$ cat src/design/diag_parser_pkg.sv
// constants and types for the channel diagnosis entry parser
package diag_parser_pkg;

  // register byte offsets
  localparam logic [7:0] OFF_CTRL     = 8'h00;
  localparam logic [7:0] OFF_STATUS   = 8'h04;
  localparam logic [7:0] OFF_INT_STAT = 8'h08;
  localparam logic [7:0] OFF_INT_MASK = 8'h0C;
  localparam logic [7:0] OFF_ENTRY    = 8'h10;
  localparam logic [7:0] OFF_BMAP_LO  = 8'h14;
  localparam logic [7:0] OFF_BMAP_HI  = 8'h18;
  localparam logic [7:0] OFF_COUNT    = 8'h1C;

  localparam int CTRL_EN_BIT = 0;
  localparam logic [31:0] CTRL_RESET = 32'h0000_0001;

  // interrupt status / mask bit positions
  localparam int IRQ_ENTRY  = 0;
  localparam int IRQ_TRUNC  = 1;
  localparam int IRQ_BITMAP = 2;
  localparam int IRQ_VENDOR = 3;
  localparam int IRQ_W      = 4;

  // byte marker patterns in bits 7:6
  localparam logic [1:0] MARK_IDENT   = 2'b01;
  localparam logic [1:0] MARK_CHANNEL = 2'b10;

  // fault cause codes
  localparam logic [4:0] FAULT_FIRST_STD  = 5'h01;
  localparam logic [4:0] FAULT_LAST_STD   = 5'h09;
  localparam logic [4:0] FAULT_FIRST_VEND = 5'h10;

  localparam int MODULES     = 64;
  localparam int BITMAP_BYTES = MODULES / 8;

  typedef enum logic [2:0] {
    ST_HDR    = 3'b000,
    ST_BITMAP = 3'b001,
    ST_CH0    = 3'b010,
    ST_CH1    = 3'b011,
    ST_CH2    = 3'b100,
    ST_DONE   = 3'b101
  } parse_state_t;

  typedef enum logic [1:0] {
    FC_RESERVED = 2'b00,
    FC_STANDARD = 2'b01,
    FC_VENDOR   = 2'b10
  } fault_class_t;

endpackage

$ cat src/design/channel_diag_entry_parser.sv
// extended diagnosis byte parser: identifier bitmap and channel entries, with apb registers
// Behaviour
// - channel block is decoded as successive three-byte entries until a non-entry byte
// - entry byte 0: module number bits 5:0, bit 6 zero, bit 7 one
// - entry byte 1: channel number bits 5:0, bit 6 input, bit 7 output
// - byte 2 bits 4:0 codes 1..9 are the listed fault causes
// - fault code 0 and 10..15 reserved, 16..31 vendor specific
// - byte 2 bits 7:5 give channel data type, 1 bit to two words
// - data type is reported only, never used on configuration identifiers
// - bitmap byte 2 bit 0 flags module 9, upward from there
// - identifier header: length with header in bits 5:0, bit 6 one, bit 7 zero
// - bitmap byte 1 bit 0 flags module 1, one bit per module in order
`timescale 1ns/1ps
`default_nettype none
module channel_diag_entry_parser
  import diag_parser_pkg::*;
#(
  parameter int ADDR_W = 8
) (
  input  wire logic              pclk,
  input  wire logic              presetn,
  input  wire logic              psel,
  input  wire logic              penable,
  input  wire logic              pwrite,
  input  wire logic [ADDR_W-1:0] paddr,
  input  wire logic [31:0]       pwdata,
  output logic [31:0]            prdata,
  output logic                   pready,
  output logic                   pslverr,
  input  wire logic              byte_valid,
  input  wire logic              byte_first,
  input  wire logic [7:0]        extended_diag_bytes,
  output logic                   entry_valid,
  output logic [5:0]             entry_module,
  output logic [5:0]             entry_channel,
  output logic                   entry_input,
  output logic                   entry_output,
  output logic [4:0]             entry_fault,
  output fault_class_t           entry_fault_class,
  output logic [2:0]             entry_dtype,
  output logic [5:0]             entry_dtype_bits,
  output logic                   irq
);

  parse_state_t st_r;
  logic [31:0]  ctrl_r;
  logic [IRQ_W-1:0] int_stat_r;
  logic [IRQ_W-1:0] int_mask_r;
  logic [IRQ_W-1:0] int_set;
  logic [5:0]   bm_left_r;
  logic [2:0]   bm_idx_r;
  logic [MODULES-1:0] module_bitmap_r;
  logic [5:0]   mod_hold_r;
  logic [5:0]   chan_hold_r;
  logic         in_hold_r;
  logic         out_hold_r;
  logic [15:0]  count_r;
  logic         take;
  logic         wr_en;
  logic         rd_sel;
  logic         mapped;
  logic [7:0]   b;
  logic [4:0]   fault_code;
  logic [2:0]   dtype_code;

  assign b          = extended_diag_bytes;
  assign take       = byte_valid && ctrl_r[CTRL_EN_BIT];
  assign fault_code = b[4:0];
  assign dtype_code = b[7:5];

  // parse sequencer; while ctrl enable is set, a first byte always restarts, even mid-entry
  always_ff @(posedge pclk or negedge presetn) begin
    if (!presetn) begin
      st_r      <= ST_HDR;
      bm_left_r <= 6'd0;
      bm_idx_r  <= 3'd0;
    end else if (take) begin
      if (byte_first) begin
        bm_idx_r <= 3'd0;
        if (b[7:6] == MARK_IDENT) begin
          bm_left_r <= b[5:0] - 6'd1;
          st_r      <= (b[5:0] <= 6'd1) ? ST_CH0 : ST_BITMAP;
        end else begin
          st_r <= ST_DONE;
        end
      end else begin
        case (st_r)
          ST_BITMAP: begin
            bm_left_r <= bm_left_r - 6'd1;
            if (bm_idx_r != 3'd7) begin
              bm_idx_r <= bm_idx_r + 3'd1;
            end
            if (bm_left_r == 6'd1) begin
              st_r <= ST_CH0;
            end
          end
          ST_CH0: begin
            // any byte without the entry marker closes the channel block
            st_r <= (b[7:6] == MARK_CHANNEL) ? ST_CH1 : ST_DONE;
          end
          ST_CH1: begin
            st_r <= ST_CH2;
          end
          ST_CH2: begin
            st_r <= ST_CH0;
          end
          ST_HDR, ST_DONE: begin
            st_r <= st_r;
          end
          default: begin
            st_r <= ST_DONE;
          end
        endcase
      end
    end
  end

  // module bitmap, bit k set means module k+1 has diagnosis
  // bytes past the eighth cannot name a module below 65 and are dropped
  logic [3:0] bm_extra_r;
  always_ff @(posedge pclk or negedge presetn) begin
    if (!presetn) begin
      bm_extra_r <= 4'd0;
    end else if (take && byte_first) begin
      bm_extra_r <= 4'd0;
    end else if (take && st_r == ST_BITMAP && bm_idx_r == 3'd7 && bm_extra_r != 4'hF) begin
      bm_extra_r <= bm_extra_r + 4'd1;
    end
  end

  genvar gi;
  generate
    for (gi = 0; gi < MODULES; gi++) begin : g_bmap
      always_ff @(posedge pclk or negedge presetn) begin
        if (!presetn) begin
          module_bitmap_r[gi] <= 1'b0;
        end else if (take && byte_first) begin
          module_bitmap_r[gi] <= 1'b0;
        end else if (take && st_r == ST_BITMAP && bm_extra_r == 4'd0 &&
                     bm_idx_r == 3'(gi / 8)) begin
          module_bitmap_r[gi] <= b[gi % 8];
        end
      end
    end
  endgenerate

  // first two entry bytes held until the third completes the entry
  always_ff @(posedge pclk or negedge presetn) begin
    if (!presetn) begin
      mod_hold_r  <= 6'd0;
      chan_hold_r <= 6'd0;
      in_hold_r   <= 1'b0;
      out_hold_r  <= 1'b0;
    end else if (take && !byte_first) begin
      if (st_r == ST_CH0 && b[7:6] == MARK_CHANNEL) begin
        mod_hold_r <= b[5:0];
      end
      if (st_r == ST_CH1) begin
        chan_hold_r <= b[5:0];
        in_hold_r   <= b[6];
        out_hold_r  <= b[7];
      end
    end
  end

  // entry outputs; data type only feeds the report, never the bitmap or identifiers
  always_ff @(posedge pclk or negedge presetn) begin
    if (!presetn) begin
      entry_valid       <= 1'b0;
      entry_module      <= 6'd0;
      entry_channel     <= 6'd0;
      entry_input       <= 1'b0;
      entry_output      <= 1'b0;
      entry_fault       <= 5'd0;
      entry_fault_class <= FC_RESERVED;
      entry_dtype       <= 3'd0;
      entry_dtype_bits  <= 6'd0;
    end else begin
      entry_valid <= take && !byte_first && st_r == ST_CH2;
      if (take && !byte_first && st_r == ST_CH2) begin
        entry_module  <= mod_hold_r;
        entry_channel <= chan_hold_r;
        entry_input   <= in_hold_r;
        entry_output  <= out_hold_r;
        entry_fault   <= fault_code;
        if (fault_code >= FAULT_FIRST_VEND) begin
          entry_fault_class <= FC_VENDOR;
        end else if (fault_code >= FAULT_FIRST_STD && fault_code <= FAULT_LAST_STD) begin
          entry_fault_class <= FC_STANDARD;
        end else begin
          entry_fault_class <= FC_RESERVED;
        end
        entry_dtype <= dtype_code;
        case (dtype_code)
          3'd1:    entry_dtype_bits <= 6'd1;
          3'd2:    entry_dtype_bits <= 6'd2;
          3'd3:    entry_dtype_bits <= 6'd4;
          3'd4:    entry_dtype_bits <= 6'd8;
          3'd5:    entry_dtype_bits <= 6'd16;
          3'd6:    entry_dtype_bits <= 6'd32;
          default: entry_dtype_bits <= 6'd0;
        endcase
      end
    end
  end

  always_ff @(posedge pclk or negedge presetn) begin
    if (!presetn) begin
      count_r <= 16'h0000;
    end else if (entry_valid && count_r != 16'hFFFF) begin
      count_r <= count_r + 16'h0001;
    end
  end

  // interrupt events
  always_comb begin
    int_set             = '0;
    int_set[IRQ_ENTRY]  = take && !byte_first && st_r == ST_CH2;
    int_set[IRQ_TRUNC]  = take && byte_first && (st_r == ST_CH1 || st_r == ST_CH2 || st_r == ST_BITMAP);
    int_set[IRQ_BITMAP] = take && !byte_first && st_r == ST_BITMAP && b != 8'h00;
    int_set[IRQ_VENDOR] = int_set[IRQ_ENTRY] && fault_code >= FAULT_FIRST_VEND;
  end

  // apb slave, zero wait states
  assign pready = 1'b1;
  assign wr_en  = psel && penable && pwrite;
  assign rd_sel = psel && !pwrite;

  always_comb begin
    mapped = 1'b1;
    prdata = 32'h0000_0000;
    case (paddr[7:0])
      OFF_CTRL:     prdata = ctrl_r;
      OFF_STATUS:   prdata = {29'd0, st_r};
      OFF_INT_STAT: prdata = {28'd0, int_stat_r};
      OFF_INT_MASK: prdata = {28'd0, int_mask_r};
      OFF_ENTRY:    prdata = {entry_dtype, entry_fault, entry_output, entry_input, 2'b00,
                              entry_channel, 8'd0, entry_module};
      OFF_BMAP_LO:  prdata = module_bitmap_r[31:0];
      OFF_BMAP_HI:  prdata = module_bitmap_r[63:32];
      OFF_COUNT:    prdata = {16'd0, count_r};
      default:      mapped = 1'b0;
    endcase
    if (!rd_sel) begin
      prdata = 32'h0000_0000;
    end
  end
  assign pslverr = psel && penable && !mapped;

  always_ff @(posedge pclk or negedge presetn) begin
    if (!presetn) begin
      ctrl_r     <= CTRL_RESET;
      int_mask_r <= '0;
    end else if (wr_en) begin
      if (paddr[7:0] == OFF_CTRL) begin
        ctrl_r <= {31'd0, pwdata[CTRL_EN_BIT]};
      end
      if (paddr[7:0] == OFF_INT_MASK) begin
        int_mask_r <= pwdata[IRQ_W-1:0];
      end
    end
  end

  // write one to clear; a new event in the same cycle wins
  always_ff @(posedge pclk or negedge presetn) begin
    if (!presetn) begin
      int_stat_r <= '0;
    end else if (wr_en && paddr[7:0] == OFF_INT_STAT) begin
      int_stat_r <= (int_stat_r & ~pwdata[IRQ_W-1:0]) | int_set;
    end else begin
      int_stat_r <= int_stat_r | int_set;
    end
  end

  assign irq = |(int_stat_r & int_mask_r);
endmodule
`default_nettype wire

$ cat config.mk
export PLATFORM = sky130hd
export DESIGN_NAME = channel_diag_entry_parser
export DESIGN_NICKNAME = d
export VERILOG_FILES = /design/src/design/diag_parser_pkg.sv /design/src/design/channel_diag_entry_parser.sv
export SDC_FILE = /design/constraint.sdc
export NUM_CORES = 1
export LEC_CHECK = 0
export BUFFER_PORTS_ARGS = -buffer_cell sky130_fd_sc_hd__clkbuf_2
export CAP_MARGIN = 40
export CORE_ASPECT_RATIO = 1.2
export CORE_MARGIN = 2
export CORE_UTILIZATION = 40
export DETAILED_ROUTE_END_ITERATION = 16
export GPL_TIMING_DRIVEN = 0
export PLACE_DENSITY = 0.66
export SLEW_MARGIN = 20
export SYNTH_ARGS = -nofsm -noshare
export SYNTH_HDL_FRONTEND = slang
export SYNTH_SLANG_ARGS = --single-unit
$ cat constraint.sdc
create_clock -name pclk -period 4.8 [get_ports pclk]
set_input_delay 0.72 -clock pclk [delete_from_list [all_inputs] [get_ports pclk]]
set_output_delay 0.72 -clock pclk [all_outputs]
set_load 0.02 [all_outputs]
== Yosys cells after proc, flatten, opt, wreduce, memory -nomap -nowiden ==
Cells that the tools add are included.
Word-level totals
  bits in registers: 150
  input bits: 55
  output and inout port bits: 66
  word-level logic and storage cells: 341
Operators by class
  add/sub/neg operators: 5
  magnitude comparators: 4
  equality and inequality tests: 34
  muxes and demuxes: 149
  bitwise operators: 5
  reduce and logical (&&, ||, !) cells: 59
Operator list (count)
  32-bit one-hot mux with 8 select lines: 1
  1-bit 2-to-1 mux: 130
  6-bit one-hot mux with 6 select lines: 1
  8-bit by 5-bit equality test with 1-bit output, second input constant: 4
  32-bit 2-to-1 mux: 1
  1-bit logical AND: 28
  3-bit equality test, second input constant: 9
  2-bit nonzero test: 11
  3-bit 2-to-1 mux: 7
  3-bit by 2-bit equality test with 1-bit output, second input constant: 6
  6-bit 2-to-1 mux: 3
  16-bit by 1-bit adder with 16-bit output, second input constant: 1
  8-bit by 4-bit equality test with 1-bit output, second input constant: 2
  16-bit inequality test, second input constant: 1
  3-bit one-hot mux with 5 select lines: 1
  4-bit 2-to-1 mux: 3
  6-bit by 1-bit subtractor with 6-bit output, second input constant: 2
  3-bit by 1-bit equality test with 1-bit output, second input constant: 3
  3-bit AND reduction: 3
  4-bit bitwise AND: 2
  8-bit by 3-bit equality test with 1-bit output, second input constant: 1
  8-bit logical NOT: 1
  4-bit OR: 2
  2-bit AND reduction: 4
  23 further kinds: 29

== Logic depth before layout (Yosys ltp) ==
  word-level depth: 6
  gate-level depth with buffers: 7
  mapped depth without buffers: 6

== Worst setup path before layout ==
Ideal clock, no wire load.
  kind: input -> output
  start point: in paddr[5]
  end point: out prdata[19]
  arrival: 2.187 ns
  setup slack: 1.893 ns
  stages on the path: 5
  path buffers: 1
  path through: or3_1 nor4b_4 buf_2 a22oi_1 nor2_1
On the way
  cells in the longest elaborated chain, start to end: 3
  elaborated cells between the ends (all ways): 10
Ends and longest elaborated chain
  start: declaration: RTL line channel_diag_entry_parser.sv:25  | input wire logic [ADDR_W-1:0] paddr,
  8-bit by 5-bit equality test with 1-bit output, or another cell as far along: RTL line channel_diag_entry_parser.sv:232  | case (paddr[7:0])
  32-bit one-hot mux with 8 select lines *: RTL line channel_diag_entry_parser.sv:232
  32-bit 2-to-1 mux *: RTL line channel_diag_entry_parser.sv:244  | if (!rd_sel) begin
  end: declaration: RTL line channel_diag_entry_parser.sv:27  | output logic [31:0] prdata,
Mark *: on every way between the ends. The rest lies on a longest branch, timed or not.

== Worst setup path in the final report ==
Same ends and word-level chain as after synthesis.

==> reports/qor.csv <==
stage,metric,value,unit
status,outcome,"finished, final reports clean",
synth,"Cell Area, Synth",7721,µm²
clock_tree,CTS resizes,0,
sta,Least-Margin Pin Slew,0.8697,ns
power,total power,0.002803,W
clock_tree,H-tree levels,4,
synth,register area share after synthesis,0.4863,
synth,ys async rst share,1.000,
clock_tree,# clock sinks,150,
critical_path,crit path capture type,output pin,
sta,setup_tns,0,ns
detailed_routing,WL final,22.09,mm
place,I/O Buffers,90,
clock_tree,Longest Clk Path Bufs,2,
floorplanning,Initial Utilization,0.4080,
sta,Slew HR,0.4154,
floorplanning,FP Rows,55,
final_layout,share of layout cells above drive strength 1,0.2260,
sta,crit share post-route,0.7258,
critical_path,CP arrival,2.76,ns
power,Pleak,4.648,nW
synth,Syn. warnings,0,
clock_tree,Post-CTS Hold Buffers,0,
sta,"Setup violations, final",0,
floorplanning,Die X,130.8,µm
floorplanning,height of the die,156.2,µm
detailed_routing,post-DR wirelength/cell,19.36,µm
critical_path,worst-path fanout max,10,
synth,syn avg cell area,10.15,µm²
floorplanning,Die ar.,20440,µm²
clock_tree,Worst-Skew Late Latency,0.44,ns
grt,largest net degree at the start of global routing,83,
clock_tree,CTS Buf Count,17,
critical_path,CP cell instances,clkbuf_2 -> or3_1 -> nor4b_4 -> buf_2 -> a22oi_1 -> nor2_1 -> clkbuf_2,
sta,final hold violation count,0,
critical_path,slowest CP cell,nor4b_4,
clock_tree,CTS Root Cell,clkbuf_16,
critical_path,WP data required,4.08,ns
synth,Mapped Cells,761,
place,DP HPWL,16.07,mm
worst_hold_path,HP Class,in2async,
sta,Slew Limit Fails,0,
critical_path,CP peak stage delay,0.62,ns
synth,"FF+latch count, synth",150,
synth,Syn Nets,829,
final_layout,Layout Nets,940,
synth,Most used DFF post-synth,dfrtp_1,
grt,vias in the first global route,6272,
detailed_routing,vias,6367,
detailed_routing,1st-iter DRT viols,450,
floorplanning,core area,18920,µm²
critical_path,R2R Setup Slk,2.56,ns
power,Peak VDD IR,0.0003095,V
detailed_routing,ANT nets after route,0,
sta,RSZ-0062 raised after global routing,no,
critical_path,Worst setup SP type,input port,
power,Power Density,307.2,nW/µm²
grt,initial antenna violation count,0,
critical_path,cell repeated most along the worst path,clkbuf_2,
detailed_routing,1st-pass router iterations,5,
sta,Fmax achieved,287.1,MHz
detailed_routing,vias per cell,5.580,
clock_tree,Setup Buffers After CTS,0,
detailed_routing,DRC,0,
final_layout,"Core Util, Final",0.4822,
critical_path,WS Path Type,in2out,
place,gpl congestion,0.9241,
final_layout,Syn-to-layout area delta,18.20,%
grt,gr ovfl total,0,
job,max cap viols,0,
final_layout,# diodes,0,
sta,clk_skew,0.008038,ns
sta,Final Critical Period,3.484,ns
floorplanning,# IOs,121,
grt,all-layer global routing usage,0.2276,
clock_tree,clock-pin transition on the worst setup and hold timing paths,0.06,ns
synth,"EDFF count, synth",0,
synth,Cell variety after synth,63,
clock_tree,CTS tree,built,
grt,first-pass GRT wire length,35.12,mm
layer usage:
| metal | vias to the layer above | part of all wire | GRT usage |
|---|---|---|---|
| li1 | 2946 | - | - |
| met1 | 3212 | 0.43 | 0.2996 |
| met2 | 184 | 0.50 | 0.3797 |
| met3 | 25 | 0.052 | 0.04698 |
| met4 | 0 | 0.018 | 0.06383 |
| met5 | - | 0 | 0 |
report_power, final:
| group | internal (W) | switching [W] |
|---|---|---|
| clock | 0.000784 | 0.000559 |
| sequential | 0.00128 | 0.0000119 |
| combinational | 0.0000561 | 0.000116 |
critical path, delay by kind of cell:
family	cells	cell delay, ns
simple gates	3	1.28
buf+inv	3	0.65
compound gates	1	0.10
placed cells by master (no fill, tap or decap), types with 3 or more instances in the layout:
master,instances
nor3b_2,4
o21ai_0,41
nand3_1,38
mux4_2,5
a21oi_1,11
xor2_1,12
nand4_1,16
nand2_1,104
ha_1,13
a2bb2oi_1,4
clkbuf_1,32
mux2_2,40
nor4_1,9
dfrtp_1,149
xnor2_1,4
clkbuf_2,89
mux2i_1,52
nor2_1,78
nand4_2,4
clkbuf_16,17
a221oi_1,3
nor3_1,11
o22ai_1,3
buf_2,10
nor2b_1,10
a22oi_1,19
clkinv_4,3
inv_6,3
o31ai_1,3
o2bb2ai_1,10
nor3b_1,3
o21a_1,3
or2_2,3
or3_1,3
inv_1,16
clkinvlp_4,4
registers in the layout, indices dropped and copies added, names as in the netlist, 5 cells and up:
| register | cells |
|---|---|
| count_r | 16 |
| entry_channel | 6 |
| module_bitmap_r | 64 |
| entry_dtype_bits | 6 |
| entry_module | 6 |
| entry_fault | 5 |
| bm_left_r | 6 |
| mod_hold_r | 6 |
| chan_hold_r | 6 |
worst paths after layout:
path | cells past startpoint | end | from
min in group pclk | 2 | entry_channel[4]$_DFFE_PN0P_ | chan_hold_r[4]$_DFFE_PN0P_
hold reg to reg | 2 | entry_channel[4]$_DFFE_PN0P_ | chan_hold_r[4]$_DFFE_PN0P_
hold / removal | 1 | entry_fault[1]$_DFFE_PN0P_ | presetn
setup / recovery | 7 | prdata[19] | paddr[5]
max in group asynchronous | 2 | ctrl_r[0]$_DFFE_PN1P_ | presetn
setup reg to reg | 7 | entry_fault_class[1]$_DFFE_PN0P_ | st_r[2]$_DFFE_PN0P_
synthesized netlist by cell type, types with 12 or more instances:
cell | number | area, µm²
nand4_1 | 16 | 100.1
inv_1 | 16 | 60.06
dfrtp_1 | 149 | 3729
o21ai_0 | 41 | 205.2
nor2_1 | 78 | 292.8
mux2_2 | 40 | 450.4
clkbuf_1 | 31 | 116.4
ha_1 | 13 | 162.7
nand3_1 | 38 | 190.2
mux2i_1 | 52 | 520.5
a22oi_1 | 19 | 142.6
nand2_1 | 104 | 390.4
xor2_1 | 12 | 105.1
stage by stage:
stage | hold slack (ns) | setup slack [ns] | instance area [µm²] | std cells
2_1_floorplan | 0.4244 | 1.893 | 7721 | 761
4_1_cts | 0.3018 | 1.329 | 9126 | 1141
5_1_grt | 0.3123 | 1.190 | 9126 | 1141
6_report | 0.2726 | 1.316 | 9126 | 1141
3_5_place_dp | 0.4497 | 1.326 | 8536 | 1109
3_3_place_gp | 0.4435 | 0.3590 | 8492 | 1107
cell families (layout without fill, tap and decap cells):
logic type      after synthesis  in the layout  share of synthesized area
fa+ha+maj                    13             13                    0.02107
xor+xnor                     16             16                    0.01815
compound gates              116            116                    0.09966
flops                       150            150                     0.4863
mux                          97             97                     0.1403
other cells                   1              1                  0.0004857
simple gates                306            306                     0.2008
buf+inv                      62            186                    0.03322
layout make-up:
type,instances,area [µm²]
Buffer,44,188.9
Clock buffer,19,442.9
Clock inverter,13,147.6
Fill cell,1765,9798
Inverter,18,67.56
Multi-Input combinational cell,549,3710
Sequential cell,150,3755
Tap cell,256,320.3
Timing Repair Buffer,92,494.2
(Power assumes the default switching activity.)
